$ cat config.mk
export PLATFORM = sky130hd
export DESIGN_NAME = config_status_chain_handshake
export DESIGN_NICKNAME = d
export VERILOG_FILES = /design/src/pkg/cfg_handshake_pkg.sv /design/src/core/cfg_cmd_shifter.sv /design/src/core/config_status_chain_handshake.sv
export SDC_FILE = /design/constraint.sdc
export NUM_CORES = 1
export LEC_CHECK = 0
export BUFFER_PORTS_ARGS = -buffer_cell sky130_fd_sc_hd__clkbuf_2
export CAP_MARGIN = 5
export CELL_PAD_IN_SITES_DETAIL_PLACEMENT = 1
export CELL_PAD_IN_SITES_GLOBAL_PLACEMENT = 2
export CORE_ASPECT_RATIO = 0.8
export CORE_MARGIN = 8
export CORE_UTILIZATION = 38
export CTS_BUF_LIST = sky130_fd_sc_hd__clkbuf_8
export CTS_CLUSTER_DIAMETER = 100
export DETAILED_ROUTE_END_ITERATION = 6
export PLACE_DENSITY = 0.82
export SLEW_MARGIN = 20
export SYNTH_ARGS = -nofsm -noshare
export SYNTH_HDL_FRONTEND = slang
export SYNTH_HIERARCHICAL = 1
export SYNTH_SLANG_ARGS = --single-unit
$ cat constraint.sdc
create_clock -name clk_i -period 2.1 [get_ports clk_i]
set_input_delay 0.105 -clock clk_i [delete_from_list [all_inputs] [get_ports clk_i]]
set_output_delay 0.105 -clock clk_i [all_outputs]
set_load 0.02 [all_outputs]
$ cat src/pkg/cfg_handshake_pkg.sv
package cfg_handshake_pkg;

	typedef enum logic [2:0] {
		ST_RESET,
		ST_LOAD,
		ST_ERROR,
		ST_INIT,
		ST_USER
	} cfg_state_e;

	// Serial memory read command and frame sizes
	localparam logic [7:0]  READ_CMD      = 8'h03;
	localparam int          CMD_BITS      = 8;
	localparam int          ADDR_BITS     = 24;
	localparam logic [23:0] START_ADDR    = 24'h000000;
	localparam int          HDR_BITS      = CMD_BITS + ADDR_BITS;
	localparam int          BIT_CNT_W     = 32;
	// Configuration image length in bits and init cycles
	localparam logic [31:0] IMAGE_BITS    = 32'h00000100;
	localparam logic [7:0]  INIT_CYCLES   = 8'h10;
	// Reset values of pin-facing flops
	localparam logic        CE_OUT_RST    = 1'b1;
	localparam logic        SEL_OUT_RST   = 1'b1;
	localparam logic        CMD_OUT_RST   = 1'b1;
	localparam logic        LINE_OE_RST   = 1'b1;

endpackage

$ cat src/core/cfg_cmd_shifter.sv
module cfg_cmd_shifter
	import cfg_handshake_pkg::*;
(
	// Clock and reset
	input  wire logic clk_i,
	input  wire logic rst_i,
	input  wire logic ce_i,
	// Control
	input  wire logic load_i,
	input  wire logic shift_i,
	// Serial out
	output logic      bit_o
);

	logic [HDR_BITS-1:0] shift_r;

	// Command then start address, MSB first
	always_ff @(posedge clk_i or posedge rst_i) begin
		if (rst_i) begin
			shift_r <= '1;
		end else if (ce_i) begin
			if (load_i) begin
				shift_r <= {READ_CMD, START_ADDR};
			end else if (shift_i) begin
				shift_r <= {shift_r[HDR_BITS-2:0], 1'b1};
			end
		end
	end

	always_ff @(posedge clk_i or posedge rst_i) begin
		if (rst_i) begin
			bit_o <= CMD_OUT_RST;
		end else if (ce_i) begin
			bit_o <= shift_i ? shift_r[HDR_BITS-1] : CMD_OUT_RST;
		end
	end

endmodule

$ cat src/core/config_status_chain_handshake.sv
// Behaviour
// - The done line is driven low from reset and throughout loading.
// - The done line is released once all data arrived without error and initialization starts.
// - When the done line reads high after loading, initialization runs and user mode follows.
// - In user mode a low done line is ignored and the configured state is unchanged.
// - The chain enable input is active low and loading proceeds only while it is low.
// - The chain enable output goes low once this device's configuration is complete.
// - In active serial mode the command output sends the read request to the serial memory.
// - In active serial mode the select output enables the serial memory while it is accessed.
// - An error during loading pulls the status line low and halts loading.
// - A low restart input discards configuration and resets; its rising edge starts reconfiguration.
module config_status_chain_handshake
	import cfg_handshake_pkg::*;
(
	// Clock, reset, enable
	input  wire logic clk_i,
	input  wire logic rst_i,
	input  wire logic ce_i,
	// Mode and control pins
	input  wire logic active_serial_mode_i,
	input  wire logic config_restart_i,
	input  wire logic chain_enable_in_n_i,
	// Configuration data
	input  wire logic data_valid_i,
	input  wire logic data_error_i,
	// Done line, open drain
	input  wire logic config_done_line_i,
	output logic      config_done_line_o,
	output logic      config_done_line_oe_o,
	// Status line, open drain
	input  wire logic status_error_line_i,
	output logic      status_error_line_o,
	output logic      status_error_line_oe_o,
	// Chain and serial memory
	output logic      chain_enable_out_n_o,
	output logic      flash_select_out_n_o,
	output logic      serial_cmd_out_o,
	output logic      user_mode_o
);

	cfg_state_e            state_r;
	cfg_state_e            state_nxt;
	logic [BIT_CNT_W-1:0]  bit_cnt_r;
	logic [7:0]            init_cnt_r;
	logic                  restart_d_r;
	logic                  hdr_load;
	logic                  hdr_shift;
	logic                  hdr_done;
	logic                  data_done;
	logic                  load_enabled;

	function automatic logic count_reached(input logic [BIT_CNT_W-1:0] cnt, input logic [BIT_CNT_W-1:0] lim);
		count_reached = (cnt >= lim);
	endfunction

	assign load_enabled = !chain_enable_in_n_i;
	assign hdr_done     = count_reached(bit_cnt_r, BIT_CNT_W'(HDR_BITS));
	assign data_done    = count_reached(bit_cnt_r, BIT_CNT_W'(HDR_BITS) + IMAGE_BITS);
	assign hdr_load     = (state_r == ST_RESET) && (state_nxt == ST_LOAD);
	assign hdr_shift    = (state_r == ST_LOAD) && (state_nxt == ST_LOAD) && active_serial_mode_i
		&& load_enabled && !hdr_done;

	// Next state
	always_comb begin
		state_nxt = state_r;
		case (state_r)
			ST_RESET: begin
				if (config_restart_i && !restart_d_r) begin
					state_nxt = ST_LOAD;
				end else if (config_restart_i && load_enabled) begin
					state_nxt = ST_LOAD;
				end
			end
			ST_LOAD: begin
				if (data_error_i || !status_error_line_i) begin
					state_nxt = ST_ERROR;
				end else if (data_done) begin
					state_nxt = ST_INIT;
				end
			end
			ST_INIT: begin
				if (!status_error_line_i) begin
					state_nxt = ST_ERROR;
				end else if (config_done_line_i && init_cnt_r >= INIT_CYCLES) begin
					state_nxt = ST_USER;
				end
			end
			ST_ERROR: begin
				state_nxt = ST_ERROR;
			end
			ST_USER: begin
				state_nxt = ST_USER;
			end
			default: begin
				state_nxt = ST_RESET;
			end
		endcase
		if (!config_restart_i) begin
			state_nxt = ST_RESET;
		end
	end

	always_ff @(posedge clk_i or posedge rst_i) begin
		if (rst_i) begin
			state_r <= ST_RESET;
		end else if (ce_i) begin
			state_r <= state_nxt;
		end
	end

	// Restart edge detect
	always_ff @(posedge clk_i or posedge rst_i) begin
		if (rst_i) begin
			restart_d_r <= 1'b1;
		end else if (ce_i) begin
			restart_d_r <= config_restart_i;
		end
	end

	// Bit counter: header bits in AS, then data bits
	always_ff @(posedge clk_i or posedge rst_i) begin
		if (rst_i) begin
			bit_cnt_r <= '0;
		end else if (ce_i) begin
			if (state_r != ST_LOAD) begin
				bit_cnt_r <= active_serial_mode_i ? '0 : BIT_CNT_W'(HDR_BITS);
			end else if (load_enabled) begin
				if (hdr_shift || (hdr_done && data_valid_i)) begin
					bit_cnt_r <= bit_cnt_r + 1'b1;
				end
			end
		end
	end

	// Initialization counter, only advances once the line is high
	always_ff @(posedge clk_i or posedge rst_i) begin
		if (rst_i) begin
			init_cnt_r <= '0;
		end else if (ce_i) begin
			if (state_r != ST_INIT) begin
				init_cnt_r <= '0;
			end else if (config_done_line_i && init_cnt_r < INIT_CYCLES) begin
				init_cnt_r <= init_cnt_r + 1'b1;
			end
		end
	end

	// Done line drive
	always_ff @(posedge clk_i or posedge rst_i) begin
		if (rst_i) begin
			config_done_line_oe_o <= LINE_OE_RST;
		end else if (ce_i) begin
			config_done_line_oe_o <= !(state_nxt == ST_INIT || state_nxt == ST_USER);
		end
	end

	always_ff @(posedge clk_i or posedge rst_i) begin
		if (rst_i) begin
			config_done_line_o <= 1'b0;
		end else if (ce_i) begin
			config_done_line_o <= 1'b0;
		end
	end

	// Status line drive
	always_ff @(posedge clk_i or posedge rst_i) begin
		if (rst_i) begin
			status_error_line_oe_o <= LINE_OE_RST;
		end else if (ce_i) begin
			status_error_line_oe_o <= (state_nxt == ST_ERROR) || !config_restart_i;
		end
	end

	always_ff @(posedge clk_i or posedge rst_i) begin
		if (rst_i) begin
			status_error_line_o <= 1'b0;
		end else if (ce_i) begin
			status_error_line_o <= 1'b0;
		end
	end

	// Chain enable output
	always_ff @(posedge clk_i or posedge rst_i) begin
		if (rst_i) begin
			chain_enable_out_n_o <= CE_OUT_RST;
		end else if (ce_i) begin
			chain_enable_out_n_o <= (state_nxt != ST_USER);
		end
	end

	// Serial memory select
	always_ff @(posedge clk_i or posedge rst_i) begin
		if (rst_i) begin
			flash_select_out_n_o <= SEL_OUT_RST;
		end else if (ce_i) begin
			flash_select_out_n_o <= !(active_serial_mode_i && state_nxt == ST_LOAD && load_enabled);
		end
	end

	always_ff @(posedge clk_i or posedge rst_i) begin
		if (rst_i) begin
			user_mode_o <= 1'b0;
		end else if (ce_i) begin
			user_mode_o <= (state_nxt == ST_USER);
		end
	end

	cfg_cmd_shifter u_cmd (
		.clk_i   (clk_i),
		.rst_i   (rst_i),
		.ce_i    (ce_i),
		.load_i  (hdr_load),
		.shift_i (hdr_shift),
		.bit_o   (serial_cmd_out_o)
	);

endmodule

* Word level (Yosys, flattened, before mapping)
Cells that the tools add are included.
** Operators by class
- Add/subtract/negate cells :: 2
- Multiply operators :: 0
- Div/mod/pow operators :: 0
- Order comparisons :: 4
- Eq/ne operators :: 12
- Shifts and indexed selects :: 0
- Muxes and demuxes :: 17
- Bitwise logic cells :: 0
- Reductions and logical operators :: 30
** Operator list (number)
- $mux W32 :: 5
- $add A32 B1 Y32 const B :: 1
- $ge A32 B6 Y1 const B :: 1
- $ge A32 B9 Y1 const B :: 1
- $mux W3 :: 7
- $mux W8 :: 2
- $pmux W3 S5 :: 1
- $eq A3 B2 Y1 const B :: 4
- $logic_and A1 B1 Y1 :: 12
- $add A8 B1 Y8 const B :: 1
- $ge A8 B5 Y1 const B :: 1
- $lt A8 B5 Y1 const B :: 1
- $logic_not A1 Y1 :: 7
- $eq A3 B1 Y1 const B :: 2
- $eq A3 B3 Y1 const B :: 2
- $mux W6 :: 1
- $reduce_bool A2 Y1 :: 3
- $logic_or A1 B1 Y1 :: 4
- $reduce_and A2 Y1 :: 2
- $logic_not A3 Y1 :: 1
- $ne A3 B1 Y1 const B :: 1
- $ne A3 B2 Y1 const B :: 1
- $ne A3 B3 Y1 const B :: 1
- $reduce_and A3 Y1 :: 1
- 2 further kinds :: 2
** Storage, ports and cells
- Register bits after elaboration :: 82
- Bits in latches :: 0
- RAM bits :: 0
- ROM bits :: 0
- Input port bits :: 10
- Output and inout port bits :: 8
- Logic and storage cells :: 76
- Memories kept :: 0

* Longest topological paths before layout
Gate-level depths: netlist of the first run.
- Word-level depth :: 15
- Depth in mapped cells :: 9
- Depth with buffers taken out :: 7

* By module
Netlist of the first run, hierarchy kept.
** Modules (own cells, without submodules)
- config_status_chain_handshake :: times used 1, cells each 304, area each 2758.9 um2, seq. area each 1232.4 um2
- cfg_cmd_shifter :: times used 1, cells each 125, area each 1486.4 um2, seq. area each 867.1 um2

* Least setup slack after synthesis of the first run
No wires, ideal clock.
- Path kind :: register to register
- Start :: register state_r[1]
- End :: register bit_cnt_r[17]
- Library setup time :: 0.078 ns
- Arrival time :: 1.932 ns
- Data required time :: 2.022 ns
- Setup slack :: 0.090 ns
- Cell stages (with the launch flop) :: 9
- Buffers on the path :: 1
- Period minus slack after synthesis :: 2.010 ns
- Cells stage by stage :: dfrtp_1 > buf_6 > nor3b_2 > and4bb_1 > nand4_2 > clkinv_2 > o211ai_4 > or4_1 > a21oi_1
** On the way
- Word-level cells in the longest chain between the ends :: 12
- Elaborated cells between the ends (all ways) :: 24
- Those cells by class :: eq/ne: 7; mux: 9; reduce/logical: 8
** RTL lines
- from (decl) :: RTL line config_status_chain_handshake.sv:41 : cfg_state_e state_r;
- from (signal assigned) :: RTL line config_status_chain_handshake.sv:107 : state_r <= state_nxt;
- $mux W3 (on tied branches) :: RTL line config_status_chain_handshake.sv:84, config_status_chain_handshake.sv:70, config_status_chain_handshake.sv:77
- $mux W3 (on tied branches) :: RTL line config_status_chain_handshake.sv:82, config_status_chain_handshake.sv:68, config_status_chain_handshake.sv:75
- $pmux W3 S5 :: RTL line config_status_chain_handshake.sv:66 : case (state_r)
- $mux W3 :: RTL line config_status_chain_handshake.sv:98 : if (!config_restart_i) begin
- $eq A3 B1 Y1 :: RTL line config_status_chain_handshake.sv:60 : assign hdr_shift = (state_r == ST_LOAD) && (state_nxt == ST_LOAD) && active_serial_mode_i
- $logic_and A1 B1 Y1 (*) (2 in series) :: RTL line config_status_chain_handshake.sv:60
- $logic_and A1 B1 Y1 (*) (2 in series) :: RTL line config_status_chain_handshake.sv:61 : && load_enabled && !hdr_done;
- named net hdr_shift :: RTL line config_status_chain_handshake.sv:47 : logic hdr_shift;
- $logic_or A1 B1 Y1 (*) :: RTL line config_status_chain_handshake.sv:128 : if (hdr_shift || (hdr_done && data_valid_i)) begin
- $reduce_bool A2 Y1 (no line) (*)
- $reduce_and A3 Y1 (no line) (*)
- to (signal assigned) :: RTL line config_status_chain_handshake.sv:126 : bit_cnt_r <= active_serial_mode_i ? '0 : BIT_CNT_W'(HDR_BITS);
- to (signal assigned) :: RTL line config_status_chain_handshake.sv:129 : bit_cnt_r <= bit_cnt_r + 1'b1;
- to (decl) :: RTL line config_status_chain_handshake.sv:43 : logic [BIT_CNT_W-1:0] bit_cnt_r;
Mark *: on every way through the listed nets, which the timed path passes. The rest lies on a longest branch.
A chain may end at the register's enable or synchronous reset.

* Worst setup path in the final report of the first run
- Start :: register bit_cnt_r[26]
- End :: register bit_cnt_r[16]
** On the way
- Word-level cells in the longest chain between the ends :: 13
- Elaborated cells between the ends (all ways) :: 16
- Those cells by class :: order compare: 2; eq/ne: 1; mux: 4; reduce/logical: 9
** RTL lines
- $ge A32 B9 Y1 :: RTL line config_status_chain_handshake.sv:53 : count_reached = (cnt >= lim);
- $mux W3 :: RTL line config_status_chain_handshake.sv:77 : end else if (data_done) begin
- $mux W3 :: RTL line config_status_chain_handshake.sv:75 : if (data_error_i || !status_error_line_i) begin
- $pmux W3 S5 :: RTL line config_status_chain_handshake.sv:66
- $mux W3 :: RTL line config_status_chain_handshake.sv:98
- $eq A3 B1 Y1 :: RTL line config_status_chain_handshake.sv:60
- $logic_and A1 B1 Y1 (2 in series) :: RTL line config_status_chain_handshake.sv:60
- $logic_and A1 B1 Y1 :: RTL line config_status_chain_handshake.sv:61
- $logic_and A1 B1 Y1 (*) :: RTL line config_status_chain_handshake.sv:61
- named net hdr_shift :: RTL line config_status_chain_handshake.sv:47
- $logic_or A1 B1 Y1 (*) :: RTL line config_status_chain_handshake.sv:128
- $reduce_bool A2 Y1 (no line) (*)
- $reduce_and A3 Y1 (no line) (*)
Marks and branches as above.

==> results.py, run 1 <==
metrics = {
    "run_status": {
        "status": "complete, but fails checks",
        "violations": "setup timing",
    },
    "pwr": {
        "power_switching_share_pct": 27.4,
        "pwr-share-seq_pct": 51.5,
        "p_leak_uw": 0.00221,
        "p_per_area_nw_per_um2": 675,
        "p_comb_share_pct": 14.0,
        "p_sw_uw": 977,
        "ir_worst_vdd_mv": 0.340,
        "p_int_uw": 2590,
        "power.share.clock_pct": 34.5,
    },
    "placed_design": {
        "hpwl_um": 7950,
        "gp_congestion": 0.778,
        "io_buffers": 15,
        "place_area_sq_um": 4900,
    },
    "synth": {
        "synth_warnings": 6,
        "synth_seq_cells": 82,
        "synth.most_common_cell": "dfrtp_1",
        "synth_top_cell_area_share_pct": 25.9,
        "synthCells": 429,
        "synth_enable_flop_cells": 0,
        "ys_seq_area_share_pct": 49.5,
        "syn_area_per_cell_sq_um": 9.90,
        "async_reset_ff_share_pct": 100,
        "yosysTopAreaCell": "dfrtp_1",
        "synth_cell_type_count": 65,
        "synth_area_leaders": "dfrtp_1 (26%), dfstp_2 (24%), a21oi_1 (3.5%)",
        "ys.flop_type": "dfrtp_1",
        "synthesis.area_sq_um": 4250,
        "synth_commonest_cells": "dfrtp_1 (44), dfstp_2 (38), inv_1 (34)",
    },
    "critical_path": {
        "worstReg2RegEnd": "bit_cnt_r[16]",
        "timing.critical_path.required_ns": 2.39,
        "critPathLaunchType": "register",
        "reg2reg_from": "bit_cnt_r[26]",
        "crit_chain": "nor4_4 > and4_1 > nand4_2 > clkinv_2 > o211ai_2 > buf_12 > or4_1 > a21oi_2",
        "cpMaxStageDelayCell": "dfrtp_1",
        "slowest_delay_ns": 0.41,
        "critPathCaptureType": "register",
        "r2r_cells": 8,
        "arrival_ns": 2.47,
        "critPathMaxFanout": 19,
        "r2r_slack_ns": -0.08,
        "crit_type": "register to register",
    },
    "sta": {
        "min_period_ns": 2.18,
        "worst_slack_ns": -0.0761,
        "finalHoldViolCount": 0,
        "skew_ns": 0.00901,
        "timing.hold.ws_ns": 0.126,
        "fin_crit_sh_pct": 104,
        "drv_slew": 0,
        "rsz0062_at_grt": "yes",
        "max_slew_margin_pct": 58.0,
        "tightest_slew_ns": 0.629,
        "setup_viol": 18,
        "fmax_mhz": 460,
    },
    "detailed_routing": {
        "drt_iter0_markers": 148,
        "drt-wirelength-per-cell_um": 17.1,
        "vias": 3592,
        "routed_via_density": 5.51,
        "drc": 0,
        "drtPass1Iterations": 4,
        "ant_nets": 0,
        "wirelength_um": 11100,
    },
    "die": {
        "rows": 34,
        "core_sq_um": 10900,
        "die_w_um": 134,
        "die_area_sq_um": 14800,
        "start_util_pct": 39.0,
        "num_io_pins": 18,
        "die_h_um": 111,
    },
    "final_layout": {
        "multi_input_area_sq_um": 1990,
        "drive_above_1_share_pct": 34.3,
        "insertedDiodeCount": 0,
        "design_area_sq_um": 5290,
        "fillers": 1242,
        "seq_area_sq_um": 2100,
        "syn_to_final_growth_pct": 24.6,
        "nNetsFinal": 517,
    },
    "worst_hold_path": {
        "hp-class": "primary input to register",
        "hold_start": "active_serial_mode_i",
        "whs_path_depth": 3,
        "holdPathEnd": "flash_select_out_n_o",
    },
    "clock_network": {
        "clock_sinks": 82,
        "cts_tree": "built",
        "clock_latency_ns": 0.36,
        "clk_path_buf_depth": 2,
        "cts_buffers": 9,
        "clk_pin_slew_ns": 0.09,
        "cts_root_buf": "clkbuf_8",
        "htreeDepth": 3,
    },
    "global_route": {
        "grt_first_pass_wirelength_um": 19300,
        "grt_remaining_overflow": 0,
        "grt_usage_pct": 15.6,
        "antenna_found_initial": 0,
        "grt_max_degree": 43,
        "grt_pass1_vias": 3928,
    },
    "job": {
        "drv_cap": 0,
    },
}
## cells by family after synthesis
logic type               Yosys count  synth area share (%)
multiplexers                       3                 0.707
other                              1                0.0883
XOR/XNOR                           4                 0.825
adder cells (fa/ha/maj)            4                  1.18
flip-flops                        82                  49.5
AO/OA/AOI/OAI                    118                  19.6
buffers and inverters             59                  6.40
AND/OR/NAND/NOR                  158                  21.8
## power by group through the flow
stage	registers (uW)	clock network, uW	logic [uW]
final	1840	1230	500
after detailed placement	1860	0	491
after CTS	1840	1280	499
after global placement	1850	0	471
after global routing	1860	1320	567
after floorplan	1850	0	328
## registers in the layout (all words and copies together), names as in the netlist, 3 cells and up
name,cells
bit_cnt_r,32
u_cmd/shift_r,32
init_cnt_r,8
state_r,3
## layout by cell type (no fill, tap or decap), drive strengths merged, types with 2 or more instances in the layout
cell,netlist,layout
buf,13,69
dfrtp,44,44
dfstp,38,38
inv,34,35
a21oi,30,30
o21ai,28,28
nand2,27,27
clkbuf,11,26
nand3,25,25
or3,19,19
nand2b,16,16
a22o,15,15
nor2,13,13
nand4,12,12
o221ai,12,12
nor4,8,8
o31ai,7,7
or4,6,6
and2,5,5
nor3,5,5
ha,4,4
o21a,4,4
or2,4,4
clkinv,1,4
o211ai,4,4
and4,3,3
nor2b,3,3
mux2i,3,3
and3,3,3
xor2,3,3
o22a,3,3
a31o,3,3
a31oi,2,2
nand3b,2,2
conb,1,2
dlygate4sd3,0,2
nor3b,2,2
## layer usage
layer | GRT usage [%] | up-vias | part of all wire, %
li1 | - | 1711 | -
met1 | 21.3 | 1822 | 48
met5 | 0 | - | 0
met3 | 3.67 | 12 | 3.5
met4 | 4.71 | 0 | 1.2
met2 | 23.9 | 47 | 47
## metrics by stage
stage	TNS, ns	worst slack [ns]	total power (uW)	instances	util, %
floorplan	0	0.0904	2180	430	-
global placement	-7.94	-0.254	2320	631	45.0
detailed placement	-10.32	-0.300	2360	631	45.0
CTS	-0.662	-0.0794	3620	652	47.9
global route	-3.98	-0.187	3750	652	48.6
finish	-0.694	-0.0761	3570	652	48.6
## cell type report
type                    instances  area share (%)
flip-flops and latches         82            39.7
multi-input cells             289            37.7
repair buffers                 86            12.7
well taps                     144            3.41
clock buffers                  11            2.86
inverters                      35            2.51
clock inverters                 5            1.16
## worst max-delay path: cells and delay by family, from the launching register on
kind	cells	cell delay, ns
AND/OR/NAND/NOR	4	1.16
buffers and inverters	2	0.29
AO/OA/AOI/OAI	2	0.24
flip-flops	1	0.41
## worst max-delay path by stage
stage,startpoint,end,slack (ns),cells after the start
after CTS,bit_cnt_r[26],bit_cnt_r[16],-0.08,8
after floorplan,state_r[1],bit_cnt_r[17],0.09,8
after global placement,bit_cnt_r[26],bit_cnt_r[16],-0.25,8
final,bit_cnt_r[26],bit_cnt_r[16],-0.08,8
after global routing,bit_cnt_r[5],bit_cnt_r[16],-0.19,8
after detailed placement,bit_cnt_r[26],bit_cnt_r[21],-0.30,8
## repair_timing
item                                    CTS  global route
gates resized for setup                  11            17
hold buffers                              2             0
endpoints found under the hold margin    45             0
gates cloned                              0             0
endpoints found under the setup margin   65            61
pin swaps                                 5             3
buffers inserted                          3             0
Power figures use the tool's default switching activity.
==> inputs of run 2 (changes only) <==
CORE_UTILIZATION = 40   (was 38)
clock period = 2.6 ns   (was 2.1 ns; I/O delays follow)
==> results.py, run 2 (synthesis results as in run 1) <==
metrics = {
    "pwr": {
        "power.share.clock_pct": 32.3,
        "power_switching_share_pct": 28.1,
        "pwr-share-seq_pct": 55.0,
        "p_leak_uw": 0.00189,
        "p_per_area_nw_per_um2": 572,
        "p_comb_share_pct": 12.6,
        "p_sw_uw": 761,
        "finalPower_uw": 2710,
        "p_int_uw": 1940,
        "ir_worst_vdd_mv": 0.229,
    },
    "critical_path": {
        "reg2reg_from": "bit_cnt_r[24]",
        "slowest_delay_ns": 0.45,
        "worstReg2RegEnd": "bit_cnt_r[9]",
        "critPathLaunchType": "register",
        "endpoint": "bit_cnt_r[9]",
        "arrival_ns": 2.70,
        "crit_type": "register to register",
        "critPathMaxFanout": 15,
        "r2r_cells": 8,
        "path_depth": 8,
        "crit_start": "bit_cnt_r[24]",
        "r2r_slack_ns": 0.18,
        "timing.critical_path.required_ns": 2.89,
        "critPathBufInv": 2,
        "crit_chain": "nor4_2 > and4_1 > nand4_2 > clkinv_2 > o211ai_4 > buf_4 > or3_1 > a21oi_1",
        "cpMaxStageDelayCell": "dfrtp_1",
        "crit_family": "simple AND/OR/NAND/NOR gates",
        "critPathCaptureType": "register",
    },
    "sta": {
        "rsz0062_at_grt": "no",
        "fin_tns_setup_ns": 0,
        "worst_slack_ns": 0.182,
        "max_slew_margin_pct": 54.8,
        "min_period_ns": 2.42,
        "fmax_mhz": 414,
        "drv_slew": 0,
        "fin_crit_sh_pct": 93.0,
        "setup_viol": 0,
        "finalHoldViolCount": 0,
        "tightest_slew_ns": 0.677,
        "skew_ns": 0.00785,
    },
    "clock_network": {
        "clk_path_buf_depth": 2,
        "clock_sinks": 82,
        "cts_tree": "built",
        "cts_buffers": 9,
        "cts_setup_buffers": 0,
        "clock_latency_ns": 0.36,
        "clk_pin_slew_ns": 0.09,
        "cts_root_buf": "clkbuf_8",
        "htreeDepth": 3,
    },
    "detailed_routing": {
        "vias": 3389,
        "drt_iter0_markers": 137,
        "ant_nets": 0,
        "drtPass1Iterations": 4,
        "drc": 0,
        "wirelength_um": 10200,
        "drt-wirelength-per-cell_um": 17.1,
        "routed_via_density": 5.69,
    },
    "final_layout": {
        "largestRegisters": "bit_cnt_r x32, u_cmd/shift_r x32, init_cnt_r x8",
        "multi_input_area_sq_um": 1920,
        "final_util_pct": 46.0,
        "seq_area_sq_um": 2100,
        "final_common_cell": "dfrtp_1",
        "drive_above_1_share_pct": 23.5,
        "insertedDiodeCount": 0,
        "final_cell_mix": "dfrtp_1 (44), dfstp_2 (38), inv_1 (35), a21oi_1 (30)",
        "fillers": 1168,
        "nNetsFinal": 465,
        "syn_to_final_growth_pct": 11.5,
    },
    "die": {
        "die_area_sq_um": 14200,
        "die_h_um": 108,
        "rows": 33,
        "core_sq_um": 10300,
        "num_io_pins": 18,
        "die_w_um": 131,
        "start_util_pct": 41.3,
    },
    "job": {
        "drv_cap": 0,
    },
    "global_route": {
        "antenna_found_initial": 0,
        "grt_first_pass_wirelength_um": 17600,
        "grt_usage_pct": 15.1,
        "grt_remaining_overflow": 0,
        "grt_max_degree": 53,
        "grt_pass1_vias": 3472,
    },
    "placed_design": {
        "gp_congestion": 0.753,
        "io_buffers": 15,
        "hpwl_um": 7200,
        "pre_cts_slack_ns": 0.0680,
    },
    "worst_hold_path": {
        "hp-class": "primary input to register",
    },
    "run_status": {
        "status": "finished, final reports clean",
    },
}
[run 2: through the flow]
| step | instances | hold slack (ns) | area, sq um |
|---|---|---|---|
| after global routing | 596 | 0.154 | 4730 |
| final | 596 | 0.137 | 4730 |
| after floorplan | 430 | 0.199 | 4250 |
| after global placement | 578 | 0.121 | 4490 |
| after CTS | 596 | 0.132 | 4690 |
| after detailed placement | 578 | 0.118 | 4490 |
[run 2: power groups by stage]
stage | clock (uW) | sequential [uW] | combinational (uW)
floorplan | 0 | 1490 | 265
global placement | 0 | 1500 | 330
detailed placement | 0 | 1510 | 341
CTS | 904 | 1490 | 346
global route | 950 | 1510 | 387
finish | 874 | 1490 | 342
[run 2: worst min path at each step]
stage / from / end / depth (start not counted)
3_3_place_gp: rst_i / bit_cnt_r[21] / 2
3_5_place_dp: rst_i / bit_cnt_r[21] / 2
6_report: active_serial_mode_i / flash_select_out_n_o / 3
5_1_grt: active_serial_mode_i / flash_select_out_n_o / 3
2_1_floorplan: config_restart_i / status_error_line_oe_o / 1
4_1_cts: active_serial_mode_i / flash_select_out_n_o / 3
[run 2: what timing repair did]
item                                    CTS  global route
endpoints found under the hold margin    15             0
hold buffers                              2             0
endpoints found under the setup margin    0            34
resized for setup                         0             6
[run 2: cell type report]
cell class	instances	area share (%)
timing repair buffer	34	4.71
clock buffer	11	3.20
tap	140	3.70
inverter	35	2.80
clock inverter	5	0.661
sequential	82	44.4
multi-input combinational	289	40.6
[run 2: metal layers]
metal	wire [um]	GRT usage, %	part of all wire [%]
met1	5190	20.5	51
met2	4580	23.6	45
met3	311	4.45	3.1
met4	107	3.23	1.1
met5	0	0	0
[run 2: worst min-delay path: cells and delay by family]
family,cells,cell delay (ns)
simple gates,1,0.09
buf+inv,1,0.09
compound gates,1,0.16
==> inputs of run 3 (changes only) <==
CORE_UTILIZATION = 45   (was 40)
GPL_TIMING_DRIVEN = 0   (was default)
PLACE_DENSITY = 0.9   (was 0.82)
==> results.py, run 3 (synthesis results as in run 1) <==
metrics = {
    "run_status": {
        "status": "finished, final reports clean",
    },
    "clock_network": {
        "cts_buffers": 9,
        "clk_pin_slew_ns": 0.08,
        "clk_path_buf_depth": 2,
        "htreeDepth": 3,
        "cts_root_buf": "clkbuf_8",
        "cts_tree": "built",
        "clock_sinks": 82,
        "cts_setup_buffers": 0,
        "clock_latency_ns": 0.37,
    },
    "detailed_routing": {
        "ant_nets": 0,
        "drtPass1Iterations": 5,
        "drt_iter0_markers": 133,
        "vias": 3447,
        "drc": 0,
        "drt-wirelength-per-cell_um": 18.7,
        "wirelength_um": 10800,
        "routed_via_density": 5.95,
    },
    "critical_path": {
        "critPathCaptureType": "register",
        "cpMaxStageDelayCell": "dfrtp_1",
        "arrival_ns": 2.70,
        "crit_type": "register to register",
        "crit_start": "state_r[2]",
        "crit_chain": "nor3b_2 > and4bb_1 > nand4_2 > clkinv_2 > o211ai_4 > buf_6 > or3_1 > a21oi_1",
        "critPathLaunchType": "register",
        "slowest_delay_ns": 0.46,
        "reg2reg_from": "state_r[2]",
        "critPathMaxFanout": 10,
        "timing.critical_path.required_ns": 2.89,
    },
    "die": {
        "core_sq_um": 9110,
        "rows": 31,
        "die_w_um": 125,
        "die_area_sq_um": 12800,
        "start_util_pct": 46.6,
        "num_io_pins": 18,
        "die_h_um": 103,
    },
    "final_layout": {
        "fillers": 1034,
        "final_common_cell": "dfrtp_1",
        "syn_to_final_growth_pct": 11.2,
        "final_cell_mix": "dfrtp_1 (44), dfstp_2 (38), inv_1 (35), a21oi_1 (30)",
        "largestRegisters": "bit_cnt_r x32, u_cmd/shift_r x32, init_cnt_r x8",
        "nNetsFinal": 473,
        "final_util_pct": 51.8,
        "design_area_sq_um": 4720,
        "drive_above_1_share_pct": 22.4,
        "insertedDiodeCount": 0,
    },
    "placed_design": {
        "hpwl_um": 7630,
        "pre_cts_slack_ns": -0.141,
        "place_area_sq_um": 4490,
        "io_buffers": 15,
        "gp_congestion": 0.767,
    },
    "pwr": {
        "p_per_area_nw_per_um2": 572,
        "ir_worst_vdd_mv": 0.338,
        "p_leak_uw": 0.00190,
        "finalPower_uw": 2700,
    },
    "sta": {
        "drv_slew": 0,
        "setup_viol": 0,
        "fin_crit_sh_pct": 92.8,
        "rsz0062_at_grt": "no",
        "worst_slack_ns": 0.187,
        "tightest_slew_ns": 0.730,
        "fmax_mhz": 414,
        "max_slew_margin_pct": 50.9,
        "skew_ns": 0.00771,
        "min_period_ns": 2.41,
        "finalHoldViolCount": 0,
        "fin_tns_setup_ns": 0,
    },
    "worst_hold_path": {
        "hold_start": "active_serial_mode_i",
        "hp-class": "primary input to register",
    },
    "global_route": {
        "grt_first_pass_wirelength_um": 18800,
        "grt_remaining_overflow": 0,
        "grt_max_degree": 34,
        "grt_pass1_vias": 3798,
        "antenna_found_initial": 0,
        "grt_usage_pct": 17.9,
    },
    "job": {
        "drv_cap": 0,
    },
}
## run 3: changes by cell type in the layout (fill, tap and decap cells not counted), sizes merged
cell      delta
clkinvlp     -2
clkbuf      +10
buf          -2
inv          +2
## run 3: final cells by class
class | count | area (sq um) | share of cell area (%)
plain buffers | 24 | 140 | 2.97
clock buffers | 11 | 151 | 3.21
clock inverters | 5 | 22.5 | 0.477
inverters | 35 | 133 | 2.81
multi-input cells | 289 | 1910 | 40.6
flip-flops and latches | 82 | 2100 | 44.5
well taps | 115 | 144 | 3.05
repair buffers | 18 | 115 | 2.44
## run 3: per-stage QoR
stage,std cells,hold WS (ns)
finish,579,0.124
global route,579,0.144
CTS,579,0.112
detailed placement,561,0.149
global placement,560,0.350
floorplan,430,0.199
## run 3: path summary, 6_finish.rpt
kind	endpoint	cells past startpoint	slack [ns]
worst max-delay path	bit_cnt_r[31]	8	0.19
worst max register to register	bit_cnt_r[31]	8	0.19
worst min register to register	restart_d_r	2	0.48
max in group asynchronous	restart_d_r	4	1.71
min in group asynchronous	init_cnt_r[3]	3	0.32
worst min-delay path	flash_select_out_n_o	3	0.12
## run 3: power breakdown
group	internal [uW]	switching, uW
Sequential	1420	68.6
Combinational	141	223
Clock	388	460
## run 3: timing repair
item                                    4_1_cts  5_1_grt
hold endpoints to repair                     14        0
gates resized for setup                       2        5
endpoints found under the setup margin       18       32
hold buffers                                  2        0
## run 3: routing by layer
metal | GRT usage, % | part of all wire, % | vias up
met5 | 0 | 0 | -
met4 | 6.09 | 0.94 | 0
met3 | 4.21 | 3.4 | 9
met2 | 29.0 | 47 | 47
met1 | 23.3 | 49 | 1765
li1 | - | - | 1626
## run 3: worst max-delay path, delay by kind of cell, from the launching register on
family,cells,cell delay [ns]
compound gates,2,0.31
buf+inv,2,0.39
flops,1,0.46
simple gates,4,1.18
